`src/design/src_pkg.sv`:
```
package src_pkg;
	localparam int CLK_PERIOD_NS = 4;
	localparam int DEBOUNCE_TIME_NS = 250;
	// Strictly longer than 250 ns: one count more than the rounded-up figure
	localparam int DEBOUNCE_CYC = (DEBOUNCE_TIME_NS + CLK_PERIOD_NS - 1) / CLK_PERIOD_NS + 1;
	localparam int TW = 16;
	localparam int DW = 8;
	localparam logic [DW-1:0] DEBOUNCE_CNT = DW'(DEBOUNCE_CYC);
	localparam logic [TW-1:0] TIMER_MAX = 16'hFFFF;
	localparam logic [TW-1:0] TIMER_ZERO = 16'h0000;
	localparam int SLEEP_PCT = 40;
	localparam int WAKE_PCT = 60;
	localparam int PCT_FULL = 100;
	localparam int SLEEP_CONFIRM = 16;
	localparam int WAKE_CONFIRM = 8;
	localparam int HOLD_AFTER_SLEEP = 128;
	localparam int HOLD_AFTER_WAKE = 256;
	localparam int REV_CONFIRM = 2;
	localparam int CW = 5;
	localparam int HW = 9;
	localparam logic [CW-1:0] CNT_ZERO = 5'h00;
	localparam logic [HW-1:0] HOLD_ZERO = 9'h000;

	typedef struct packed {
		logic arm;
		logic pretrig;
		logic on_det;
		logic off_th;
		logic zero_x;
	} src_sense_type;

	typedef struct packed {
		logic valid;
		logic [TW-1:0] cycle;
		logic [TW-1:0] cond;
		logic drove;
		logic reversal;
	} src_meas_type;
endpackage

```
`src/design/src_ctrl.sv`:
```
module src_ctrl
	import src_pkg::*;
(
	input wire logic clk,
	input wire logic sys_rst,
	input wire logic enable,
	input wire logic [1:0] arm_level,
	input wire logic [1:0] pretrigger_level,
	input wire logic [1:0] turn_on_sense_current,
	input wire logic [1:0] turn_off_level,
	input wire logic [1:0] zero_cross,
	output logic [1:0] gate,
	output logic sleep_mode
);
	typedef enum logic [1:0] {
		SRC_IDLE = 2'b00,
		SRC_DEBOUNCE = 2'b01,
		SRC_ON = 2'b10,
		SRC_DONE = 2'b11
	} src_state_type;

	src_sense_type raw [2];
	src_sense_type sense [2];
	src_meas_type meas [2];
	src_state_type state_ff [2];
	src_state_type nxt_state [2];
	logic [DW-1:0] deb_ff [2];
	logic [TW-1:0] on_ff [2];
	logic [TW-1:0] half_ff [2];
	logic [1:0] half_ok_ff;
	logic [1:0] armed_ff;
	logic [1:0] arm_d_ff;
	logic [1:0] withhold_ff;
	logic [1:0] gate_ff;
	logic [CW-1:0] sleep_cnt_ff [2];
	logic [CW-1:0] wake_cnt_ff [2];
	logic [1:0] rev_cnt_ff [2];
	logic [HW-1:0] hold_ff;
	logic sleep_ff;
	logic go_sleep;
	logic go_wake;
	logic [1:0] gate_off_req;

	function automatic logic below_pct(input logic [TW-1:0] part, input logic [TW-1:0] whole,
		input int pct);
		logic [TW+7:0] lhs;
		logic [TW+7:0] rhs;
		lhs = 24'(part) * 24'(PCT_FULL);
		rhs = 24'(whole) * 24'(pct);
		return lhs < rhs;
	endfunction

	function automatic logic above_pct(input logic [TW-1:0] part, input logic [TW-1:0] whole,
		input int pct);
		logic [TW+7:0] lhs;
		logic [TW+7:0] rhs;
		lhs = 24'(part) * 24'(PCT_FULL);
		rhs = 24'(whole) * 24'(pct);
		return lhs > rhs;
	endfunction

	genvar g;
	generate
		for (g = 0; g < 2; g++) begin : g_ch
			assign raw[g] = '{arm: arm_level[g], pretrig: pretrigger_level[g],
				on_det: turn_on_sense_current[g], off_th: turn_off_level[g],
				zero_x: zero_cross[g]};
			src_sync u_sync (
				.clk(clk),
				.sys_rst(sys_rst),
				.raw(raw[g]),
				.synced(sense[g])
			);
			src_meas u_meas (
				.clk(clk),
				.sys_rst(sys_rst),
				.sense(sense[g]),
				.gate_on(gate_ff[g]),
				.meas(meas[g])
			);
		end
	endgenerate

	// Turn-off cause per channel
	always_comb begin
		for (int c = 0; c < 2; c++) begin
			gate_off_req[c] = sense[c].zero_x
				// No mask before a cycle is measured, else the first gate never drops
				| ((~half_ok_ff[c] | on_ff[c] >= half_ff[c]) & sense[c].off_th);
		end
	end

	always_comb begin
		for (int c = 0; c < 2; c++) begin
			nxt_state[c] = state_ff[c];
			unique case (state_ff[c])
				SRC_IDLE: begin
					if (sense[c].on_det & armed_ff[c] & ~withhold_ff[c] & ~sleep_ff) begin
						nxt_state[c] = SRC_DEBOUNCE;
					end
				end
				SRC_DEBOUNCE: begin
					if (~sense[c].on_det) begin
						nxt_state[c] = SRC_IDLE;
					end else if (deb_ff[c] == DEBOUNCE_CNT - 8'h01 & ~gate_ff[1-c]) begin
						nxt_state[c] = SRC_ON;
					end
				end
				SRC_ON: begin
					if (gate_off_req[c]) begin
						nxt_state[c] = SRC_DONE;
					end
				end
				// Waits for re-arm by the opposite side; diode re-crossing ignored
				SRC_DONE: begin
					if (armed_ff[c]) begin
						nxt_state[c] = SRC_IDLE;
					end
				end
			endcase
			if (sleep_ff | ~enable) begin
				if (state_ff[c] != SRC_IDLE) begin
					nxt_state[c] = SRC_DONE;
				end
			end
		end
	end

	always_ff @(posedge clk or posedge sys_rst) begin
		if (sys_rst) begin
			state_ff[0] <= SRC_IDLE;
			state_ff[1] <= SRC_IDLE;
		end else begin
			state_ff[0] <= nxt_state[0];
			state_ff[1] <= nxt_state[1];
		end
	end

	always_ff @(posedge clk or posedge sys_rst) begin
		if (sys_rst) begin
			deb_ff[0] <= '0;
			deb_ff[1] <= '0;
		end else begin
			for (int c = 0; c < 2; c++) begin
				deb_ff[c] <= (state_ff[c] == SRC_DEBOUNCE) ? deb_ff[c] + 8'h01 : 8'h00;
			end
		end
	end

	// Gate only from the on state; enable drops it in the same cycle
	always_ff @(posedge clk or posedge sys_rst) begin
		if (sys_rst) begin
			gate_ff <= 2'b00;
		end else begin
			for (int c = 0; c < 2; c++) begin
				gate_ff[c] <= (nxt_state[c] == SRC_ON) & enable & ~sleep_ff;
			end
		end
	end

	// Sleep entry may land while the other side is on: drop it at once
	assign gate = gate_ff & {2{enable & ~sleep_ff}};
	assign sleep_mode = sleep_ff;

	// Arming: the opposite channel's drain rising sets our permission
	always_ff @(posedge clk or posedge sys_rst) begin
		if (sys_rst) begin
			arm_d_ff <= 2'b00;
			armed_ff <= 2'b00;
		end else begin
			for (int c = 0; c < 2; c++) begin
				arm_d_ff[c] <= sense[c].arm;
				if (sense[1-c].arm & ~arm_d_ff[1-c]) begin
					armed_ff[c] <= 1'b1;
				end else if (nxt_state[c] == SRC_ON | nxt_state[c] == SRC_DONE) begin
					armed_ff[c] <= 1'b0;
				end
			end
		end
	end

	// Balance: a cycle measured without drive withholds the other side once
	always_ff @(posedge clk or posedge sys_rst) begin
		if (sys_rst) begin
			withhold_ff <= 2'b00;
		end else begin
			for (int c = 0; c < 2; c++) begin
				// A withheld cycle does not pass the miss on, or both sides lock out
				if (meas[1-c].valid & ~meas[1-c].drove & ~withhold_ff[1-c] & ~sleep_ff
					& enable) begin
					withhold_ff[c] <= 1'b1;
				end else if (meas[c].valid) begin
					withhold_ff[c] <= 1'b0;
				end
			end
		end
	end

	// Conduction timer and half-point from the last cycle
	always_ff @(posedge clk or posedge sys_rst) begin
		if (sys_rst) begin
			on_ff[0] <= TIMER_ZERO;
			on_ff[1] <= TIMER_ZERO;
			half_ff[0] <= TIMER_ZERO;
			half_ff[1] <= TIMER_ZERO;
			half_ok_ff <= 2'b00;
		end else begin
			for (int c = 0; c < 2; c++) begin
				on_ff[c] <= gate_ff[c] ? on_ff[c] + 16'h0001 : TIMER_ZERO;
				if (meas[c].valid) begin
					half_ff[c] <= meas[c].cycle >> 1;
					half_ok_ff[c] <= 1'b1;
				end
			end
		end
	end

	// Sleep decisions
	assign go_sleep = (sleep_cnt_ff[0] >= CW'(SLEEP_CONFIRM) & sleep_cnt_ff[1] >= CW'(SLEEP_CONFIRM))
		| (rev_cnt_ff[0] >= 2'(REV_CONFIRM)) | (rev_cnt_ff[1] >= 2'(REV_CONFIRM));
	assign go_wake = wake_cnt_ff[0] >= CW'(WAKE_CONFIRM)
		& wake_cnt_ff[1] >= CW'(WAKE_CONFIRM);

	always_ff @(posedge clk or posedge sys_rst) begin
		if (sys_rst) begin
			for (int c = 0; c < 2; c++) begin
				sleep_cnt_ff[c] <= CNT_ZERO;
				wake_cnt_ff[c] <= CNT_ZERO;
				rev_cnt_ff[c] <= 2'b00;
			end
		end else if ((~sleep_ff & go_sleep) | (sleep_ff & go_wake)) begin
			for (int c = 0; c < 2; c++) begin
				sleep_cnt_ff[c] <= CNT_ZERO;
				wake_cnt_ff[c] <= CNT_ZERO;
				rev_cnt_ff[c] <= 2'b00;
			end
		end else begin
			for (int c = 0; c < 2; c++) begin
				if (meas[c].valid) begin
					// Counters saturate; sleep and wake counters are held at zero during the hold-off
					if (hold_ff != HOLD_ZERO) begin
						sleep_cnt_ff[c] <= CNT_ZERO;
						wake_cnt_ff[c] <= CNT_ZERO;
					end else if (~sleep_ff) begin
						sleep_cnt_ff[c] <= below_pct(meas[c].cond, meas[c].cycle, SLEEP_PCT)
							? ((sleep_cnt_ff[c] == CW'(SLEEP_CONFIRM)) ? sleep_cnt_ff[c]
							: sleep_cnt_ff[c] + 5'h01) : CNT_ZERO;
					end else begin
						wake_cnt_ff[c] <= above_pct(meas[c].cond, meas[c].cycle, WAKE_PCT)
							? ((wake_cnt_ff[c] == CW'(WAKE_CONFIRM)) ? wake_cnt_ff[c]
							: wake_cnt_ff[c] + 5'h01) : CNT_ZERO;
					end
					if (~sleep_ff) begin
						rev_cnt_ff[c] <= meas[c].reversal
							? ((rev_cnt_ff[c] == 2'(REV_CONFIRM)) ? rev_cnt_ff[c]
							: rev_cnt_ff[c] + 2'b01) : 2'b00;
					end
				end
			end
		end
	end

	// Hold-off counts converter cycles, stepped on channel 0 cycle ends
	always_ff @(posedge clk or posedge sys_rst) begin
		if (sys_rst) begin
			sleep_ff <= 1'b0;
			hold_ff <= HOLD_ZERO;
		end else if (~sleep_ff & go_sleep) begin
			sleep_ff <= 1'b1;
			hold_ff <= HW'(HOLD_AFTER_SLEEP);
		end else if (sleep_ff & go_wake) begin
			sleep_ff <= 1'b0;
			hold_ff <= HW'(HOLD_AFTER_WAKE);
		end else if (meas[0].valid & hold_ff != HOLD_ZERO) begin
			hold_ff <= hold_ff - 9'h001;
		end
	end

	property p_no_overlap;
		@(posedge clk) disable iff (sys_rst) !(gate[0] && gate[1]);
	endproperty
	a_no_overlap: assert property (p_no_overlap) else $error("both gates on");

	property p_enable_off;
		@(posedge clk) disable iff (sys_rst) !enable |-> gate == 2'b00;
	endproperty
	a_enable_off: assert property (p_enable_off) else $error("gate on while disabled");

	property p_sleep_off;
		@(posedge clk) disable iff (sys_rst) sleep_ff |=> gate_ff == 2'b00;
	endproperty
	a_sleep_off: assert property (p_sleep_off) else $error("gate on in sleep");

	property p_debounce;
		@(posedge clk) disable iff (sys_rst) $rose(gate_ff[0]) |->
			$past(sense[0].on_det, 60) && $past(sense[0].on_det, 2);
	endproperty
	a_debounce: assert property (p_debounce) else $error("turn-on debounce short");

	property p_armed;
		@(posedge clk) disable iff (sys_rst) $rose(gate_ff[1]) |-> $past(armed_ff[1], 2);
	endproperty
	a_armed: assert property (p_armed) else $error("turn-on without arm");

	property p_off_once;
		@(posedge clk) disable iff (sys_rst) $fell(gate_ff[0]) && enable && !sleep_ff
			|-> !armed_ff[0];
	endproperty
	a_off_once: assert property (p_off_once) else $error("re-armed at turn-off");

	property p_half_mask;
		@(posedge clk) disable iff (sys_rst) state_ff[0] == SRC_ON && !sense[0].zero_x
			&& half_ok_ff[0] && on_ff[0] < half_ff[0] && enable && !sleep_ff
			|=> state_ff[0] == SRC_ON;
	endproperty
	a_half_mask: assert property (p_half_mask) else $error("early turn-off");

	property p_sleep_entry_hold;
		@(posedge clk) disable iff (sys_rst) $rose(sleep_ff) |-> hold_ff == HW'(HOLD_AFTER_SLEEP);
	endproperty
	a_sleep_entry_hold: assert property (p_sleep_entry_hold) else $error("bad hold");

	property p_wake_cnt;
		@(posedge clk) disable iff (sys_rst) $fell(sleep_ff) |->
			$past(wake_cnt_ff[0]) >= CW'(WAKE_CONFIRM) && $past(wake_cnt_ff[1]) >= CW'(WAKE_CONFIRM);
	endproperty
	a_wake_cnt: assert property (p_wake_cnt) else $error("early wake");
endmodule // src_ctrl

```
`src/design/src_sync.sv`:
```
module src_sync
	import src_pkg::*;
(
	input wire logic clk,
	input wire logic sys_rst,
	input wire src_sense_type raw,
	output src_sense_type synced
);
	src_sense_type meta_ff;
	src_sense_type sync_ff;

	always_ff @(posedge clk or posedge sys_rst) begin
		if (sys_rst) begin
			meta_ff <= '0;
			sync_ff <= '0;
		end else begin
			meta_ff <= raw;
			sync_ff <= meta_ff;
		end
	end

	assign synced = sync_ff;
endmodule // src_sync

```
`src/design/src_meas.sv`:
```
module src_meas
	import src_pkg::*;
(
	input wire logic clk,
	input wire logic sys_rst,
	input src_sense_type sense,
	input wire logic gate_on,
	output src_meas_type meas
);
	logic arm_d_ff;
	logic pt_d_ff;
	logic on_d_ff;
	logic gate_d_ff;
	logic cyc_run_ff;
	logic cond_run_ff;
	logic drove_ff;
	logic rev_ff;
	logic [TW-1:0] cyc_ff;
	logic [TW-1:0] cond_ff;
	src_meas_type meas_ff;
	logic pt_fall;
	logic arm_rise;
	logic cond_end;

	function automatic logic [TW-1:0] sat_inc(input logic [TW-1:0] v);
		return (v == TIMER_MAX) ? v : v + 16'h0001;
	endfunction

	assign pt_fall = pt_d_ff & ~sense.pretrig;
	assign arm_rise = ~arm_d_ff & sense.arm;
	// Driving: ends on gate release; otherwise body diode stops
	assign cond_end = cond_run_ff & (drove_ff ? (gate_d_ff & ~gate_on)
		: (on_d_ff & ~sense.on_det));

	always_ff @(posedge clk or posedge sys_rst) begin
		if (sys_rst) begin
			arm_d_ff <= 1'b0;
			pt_d_ff <= 1'b0;
			on_d_ff <= 1'b0;
			gate_d_ff <= 1'b0;
		end else begin
			arm_d_ff <= sense.arm;
			pt_d_ff <= sense.pretrig;
			on_d_ff <= sense.on_det;
			gate_d_ff <= gate_on;
		end
	end

	// Cycle from pretrigger fall, closed at arm rise
	always_ff @(posedge clk or posedge sys_rst) begin
		if (sys_rst) begin
			cyc_run_ff <= 1'b0;
			cyc_ff <= TIMER_ZERO;
		end else if (pt_fall) begin
			cyc_run_ff <= 1'b1;
			cyc_ff <= TIMER_ZERO;
		end else if (arm_rise) begin
			cyc_run_ff <= 1'b0;
		end else if (cyc_run_ff) begin
			cyc_ff <= sat_inc(cyc_ff);
		end
	end

	always_ff @(posedge clk or posedge sys_rst) begin
		if (sys_rst) begin
			cond_run_ff <= 1'b0;
			cond_ff <= TIMER_ZERO;
			drove_ff <= 1'b0;
			rev_ff <= 1'b0;
		end else if (pt_fall) begin
			cond_run_ff <= 1'b0;
			cond_ff <= TIMER_ZERO;
			drove_ff <= 1'b0;
			rev_ff <= 1'b0;
		end else begin
			if (~on_d_ff & sense.on_det & ~cond_run_ff & cond_ff == TIMER_ZERO) begin
				cond_run_ff <= 1'b1;
			end else if (cond_end) begin
				cond_run_ff <= 1'b0;
			end
			if (cond_run_ff & ~cond_end) begin
				cond_ff <= sat_inc(cond_ff);
			end
			if (gate_on) begin
				drove_ff <= 1'b1;
			end
			// Current about to reverse while conducting
			if (cond_run_ff & sense.zero_x) begin
				rev_ff <= 1'b1;
			end
		end
	end

	always_ff @(posedge clk or posedge sys_rst) begin
		if (sys_rst) begin
			meas_ff <= '0;
		end else begin
			meas_ff.valid <= arm_rise & cyc_run_ff;
			if (arm_rise & cyc_run_ff) begin
				meas_ff.cycle <= cyc_ff;
				meas_ff.cond <= cond_ff;
				meas_ff.drove <= drove_ff;
				meas_ff.reversal <= rev_ff;
			end
		end
	end

	assign meas = meas_ff;
endmodule // src_meas

```
`config.mk`:
```
export PLATFORM = sky130hd
export DESIGN_NAME = src_ctrl
export DESIGN_NICKNAME = d
export VERILOG_FILES = /design/src/design/src_pkg.sv /design/src/design/src_ctrl.sv /design/src/design/src_sync.sv /design/src/design/src_meas.sv
export SDC_FILE = /design/constraint.sdc
export NUM_CORES = 1
export LEC_CHECK = 0
export ABC_AREA = 1
export BUFFER_PORTS_ARGS = -buffer_cell sky130_fd_sc_hd__buf_4
export CAP_MARGIN = 30
export CORE_MARGIN = 2
export CORE_UTILIZATION = 40
export CTS_CLUSTER_SIZE = 8
export DETAILED_ROUTE_END_ITERATION = 16
export GPL_TIMING_DRIVEN = 0
export MAX_ROUTING_LAYER = met4
export PLACE_DENSITY_LB_ADDON = 0.2
export SLEW_MARGIN = 20
export SYNTH_ARGS = -nofsm -noshare
export SYNTH_HDL_FRONTEND = slang
export SYNTH_HIERARCHICAL = 1
export SYNTH_SLANG_ARGS = --single-unit
```
`constraint.sdc`:
```
create_clock -name clk -period 5.5 [get_ports clk]
set_input_delay 0.825 -clock clk [delete_from_list [all_inputs] [get_ports clk]]
set_output_delay 0.825 -clock clk [all_outputs]
set_load 0.01 [all_outputs]
```
==> metrics.cfg <==
[setup_path]
path_class=reg2reg
critPathMaxFanout=5
cp.arrival_ns=5.46
max_stage_delay_ns=0.49
cp-start-kind=flip-flop
timing.critical_path.buf_inv=0
crit_chain=ha_1 > ha_1 > fa_1 > ha_1 > a21oi_1 > nand2_1 > a21oi_1 > nor2_1 > o21ai_0 > o21ai_0 > nand2_1 > nand2_1 > nand2_1 > nand2_1 > ha_1 > nand3_1 > nor4_1 > nand2_1 > nand2_1 > nand2_1 > nand3_1 > nand2_1 > nand2_1 > nand2_1
endpoint_kind=flip-flop
critical-path-top-delay-family=adder cells
critPathSlowestCell=sky130_fd_sc_hd__fa_1
critical_path.most_common_cell=sky130_fd_sc_hd__nand2_1
crit_required_ns=5.92

[power]
post-layout-total-power_mw=7.41
power.density_cell_area_nw_per_um2=279
power_leakage_nw=13.7
vdd_drop_max_mv=0.250

[synthesis]
ys_dominant_reg_cell=sky130_fd_sc_hd__dfrtp_1
syn-instance-count=3078
synth_fp_nets=3508
ys_warn_count=6
synth_area_sq_um=24100
synth_cell_type_count=55
synth_seq_cells=296
synth_async_sr_flop_share_pct=100
ys_seq_area_share_pct=30.7
syn_area_per_cell_sq_um=7.84
synth_edf_count=0

[floorplanning]
start_util_pct=40.2
fp.dieW_um=250
core_area_sq_um=60000
die_area_sq_um=62300
row_count=90
die_extent_in_y_um=250
floorplan.io_pins=16

[drt]
detail_route.vias_per_cell=5.01
route.detailed.drc=0
antenna_violating_nets_post_route=0
initialDrtViolationCount=1057
drt_wl_total_um=55600
detailed_router_iteration_count_before_antenna_repair=6
vias=19700
routed_wire_length_per_instance_um=14.1

[placed_design]
port_buffers=15
dp_hpwl_um=44300
dp_worst_setup_slack_ns=0.486
globalplace.congestion=0.858

[global_route]
grt_use_total_pct=18.7
grt_max_degree=101
grt_overflow_total=0
grt_first_pass_wirelength_um=94300
antenna_found_initial=1
first_global_vias=19200

[timing]
setup_viol=0
final_critical_path_required_period_ns=5.04
timing.final.max_slew_violations=0
timing.hold.ws_ns=0.252
timing.fmax_mhz=198
layout_setup_ws_ns=0.460
rsz0062_at_grt=false
timing.max_slew.rel_slack_pct=56.5
fin_skew_ns=0.0243
hold_viol_final=0
worst_pin_slew_ns=0.653
final_min_period_over_clock_period_pct=91.6

[finish]
antenna_cells=0
register_area_sq_um=7410
finalCoreUtilization_pct=44.2
num-nets-final=3572
fraction_of_layout_cells_with_a_size_suffix_above_1_pct=5.11
syn_to_final_growth_pct=9.90
fillerInstances=5957
multi_input_area_sq_um=14600

[clock_tree]
clock_path_buffers=3
clkLatencyLatePin_ns=0.55
tritoncts.num_buffers=44
clk_root_buffer_cell=sky130_fd_sc_hd__clkbuf_16
tritoncts=done
numClockSinks=296
cts_setup_buffers=0
cts_hold_repair.buffers=0
clk_transition_reported_paths_ns=0.05
cts_htree_levels=2

[hold_path]
hp-class=in2async

[outcome]
run_status=finished, final reports clean

[run]
max_cap_violations=0

-- layer usage --
metal / wire [um] / GRT usage [%]
met1: 28400 / 26.5
met2: 24700 / 29.3
met3: 1850 / 1.89
met4: 718 / 3.61
met5: 0 / -
-- cell type report --
cell class / instances / area share, %
Multi-Input combinational cell: 2224 / 55.1
Sequential cell: 296 / 27.9
Inverter: 528 / 7.52
Clock buffer: 48 / 4.21
Tap cell: 782 / 3.69
Timing Repair Buffer: 18 / 0.707
Buffer: 30 / 0.542
Clock inverter: 5 / 0.349
-- synthesized netlist by cell type, types with 14 or more instances --
cell                       number  area, sq um
sky130_fd_sc_hd__nand4_1       55          344
sky130_fd_sc_hd__o21ai_0      200         1000
sky130_fd_sc_hd__xnor2_1       33          289
sky130_fd_sc_hd__clkbuf_1      21         78.8
sky130_fd_sc_hd__nor2_1       212          796
sky130_fd_sc_hd__inv_1        513         1930
sky130_fd_sc_hd__dfrtp_1      296         7410
sky130_fd_sc_hd__nand2_1      730         2740
sky130_fd_sc_hd__xor2_1        81          709
sky130_fd_sc_hd__fa_1          82         1640
sky130_fd_sc_hd__nand3_1      126          631
sky130_fd_sc_hd__nor3_1        41          205
sky130_fd_sc_hd__ha_1         335         4190
sky130_fd_sc_hd__a21oi_1      174          871
sky130_fd_sc_hd__nand2_2       14         87.6
sky130_fd_sc_hd__o21ai_1       21          105
-- per-stage QoR --
step	cell area (sq um)	std cells	TNS, ns
6_report	26500	3931	0
5_1_grt	26500	3931	0
4_1_cts	26500	3931	0
3_5_place_dp	25300	3878	0
2_1_floorplan	24100	3078	0
3_3_place_gp	25200	3875	-44.25
-- layout by cell type (no fill, tap or decap), types with 13 or more instances in the layout --
master,n
sky130_fd_sc_hd__a21oi_1,173
sky130_fd_sc_hd__buf_4,19
sky130_fd_sc_hd__clkbuf_1,25
sky130_fd_sc_hd__clkbuf_16,44
sky130_fd_sc_hd__dfrtp_1,296
sky130_fd_sc_hd__fa_1,82
sky130_fd_sc_hd__ha_1,335
sky130_fd_sc_hd__inv_1,510
sky130_fd_sc_hd__inv_2,13
sky130_fd_sc_hd__nand2_1,730
sky130_fd_sc_hd__nand2_2,14
sky130_fd_sc_hd__nand3_1,126
sky130_fd_sc_hd__nand4_1,55
sky130_fd_sc_hd__nor2_1,212
sky130_fd_sc_hd__nor2_2,13
sky130_fd_sc_hd__nor3_1,41
sky130_fd_sc_hd__o21ai_0,200
sky130_fd_sc_hd__o21ai_1,21
sky130_fd_sc_hd__xnor2_1,33
sky130_fd_sc_hd__xor2_1,81
-- power by group --
part	leakage (nW)	total (mW)	switching [mW]	internal, mW
clock	0.586	2.44	0.968	1.47
sequential	3.98	2.60	0.231	2.37
combinational	9.18	2.37	1.52	0.850
total	13.7	7.41	2.72	4.69
-- worst paths after layout --
kind / slack, ns / depth (start not counted) / endpoint / start
setup reg to reg: 0.46 / 24 / wake_cnt_ff[0] / g_ch[1].u_meas/meas[4]
max in group asynchronous: 4.45 / 3 / sleep_cnt_ff[0] / sys_rst
setup / recovery: 0.46 / 24 / wake_cnt_ff[0] / g_ch[1].u_meas/meas[4]
hold / removal: 0.25 / 2 / deb_ff[4] / sys_rst
min in group clk: 0.34 / 0 / g_ch[0].u_sync/synced[2] / g_ch[0].u_sync/meta_ff[2]
hold reg to reg: 0.34 / 0 / g_ch[0].u_sync/synced[2] / g_ch[0].u_sync/meta_ff[2]
-- repair_timing --
item,CTS,global route
endpoints found under the hold margin,0,0
resized for setup,0,1
setup endpoints to repair,0,5
-- cells by family after synthesis --
logic type / count (synthesis) / share of synthesized area, %
buffers and inverters: 558 / 8.81
DFF: 296 / 30.7
xor gates and xnor gates: 114 / 4.13
and+or+nand+nor: 1238 / 22.1
AOI/OAI and AO/OA: 455 / 10.1
adders and majority gates: 417 / 24.2
-- worst register-to-register path, cell delays in order (launching register included) --
cell,delay [ns]
sky130_fd_sc_hd__dfrtp_1,0.46
sky130_fd_sc_hd__ha_1,0.33
sky130_fd_sc_hd__ha_1,0.32
sky130_fd_sc_hd__fa_1,0.49
sky130_fd_sc_hd__ha_1,0.37
sky130_fd_sc_hd__a21oi_1,0.18
sky130_fd_sc_hd__nand2_1,0.12
sky130_fd_sc_hd__a21oi_1,0.29
sky130_fd_sc_hd__nor2_1,0.06
sky130_fd_sc_hd__o21ai_0,0.29
sky130_fd_sc_hd__o21ai_0,0.21
sky130_fd_sc_hd__nand2_1,0.11
sky130_fd_sc_hd__nand2_1,0.06
sky130_fd_sc_hd__nand2_1,0.06
sky130_fd_sc_hd__nand2_1,0.09
sky130_fd_sc_hd__ha_1,0.33
sky130_fd_sc_hd__nand3_1,0.14
sky130_fd_sc_hd__nor4_1,0.30
sky130_fd_sc_hd__nand2_1,0.13
sky130_fd_sc_hd__nand2_1,0.16
sky130_fd_sc_hd__nand2_1,0.09
sky130_fd_sc_hd__nand3_1,0.07
sky130_fd_sc_hd__nand2_1,0.12
sky130_fd_sc_hd__nand2_1,0.09
sky130_fd_sc_hd__nand2_1,0.05
-- sequential cells by signal, summed over array words and instances (netlist names), 4 cells and up --
signal / flops
deb_ff: 16
g_ch.u_meas/cond_ff: 32
g_ch.u_meas/cyc_ff: 32
g_ch.u_meas/meas: 70
g_ch.u_sync/meta_ff: 10
g_ch.u_sync/synced: 10
half_ff: 30
hold_ff: 9
on_ff: 32
rev_cnt_ff: 4
sleep_cnt_ff: 10
state_ff: 4
wake_cnt_ff: 10
(Power assumes the default switching activity.)
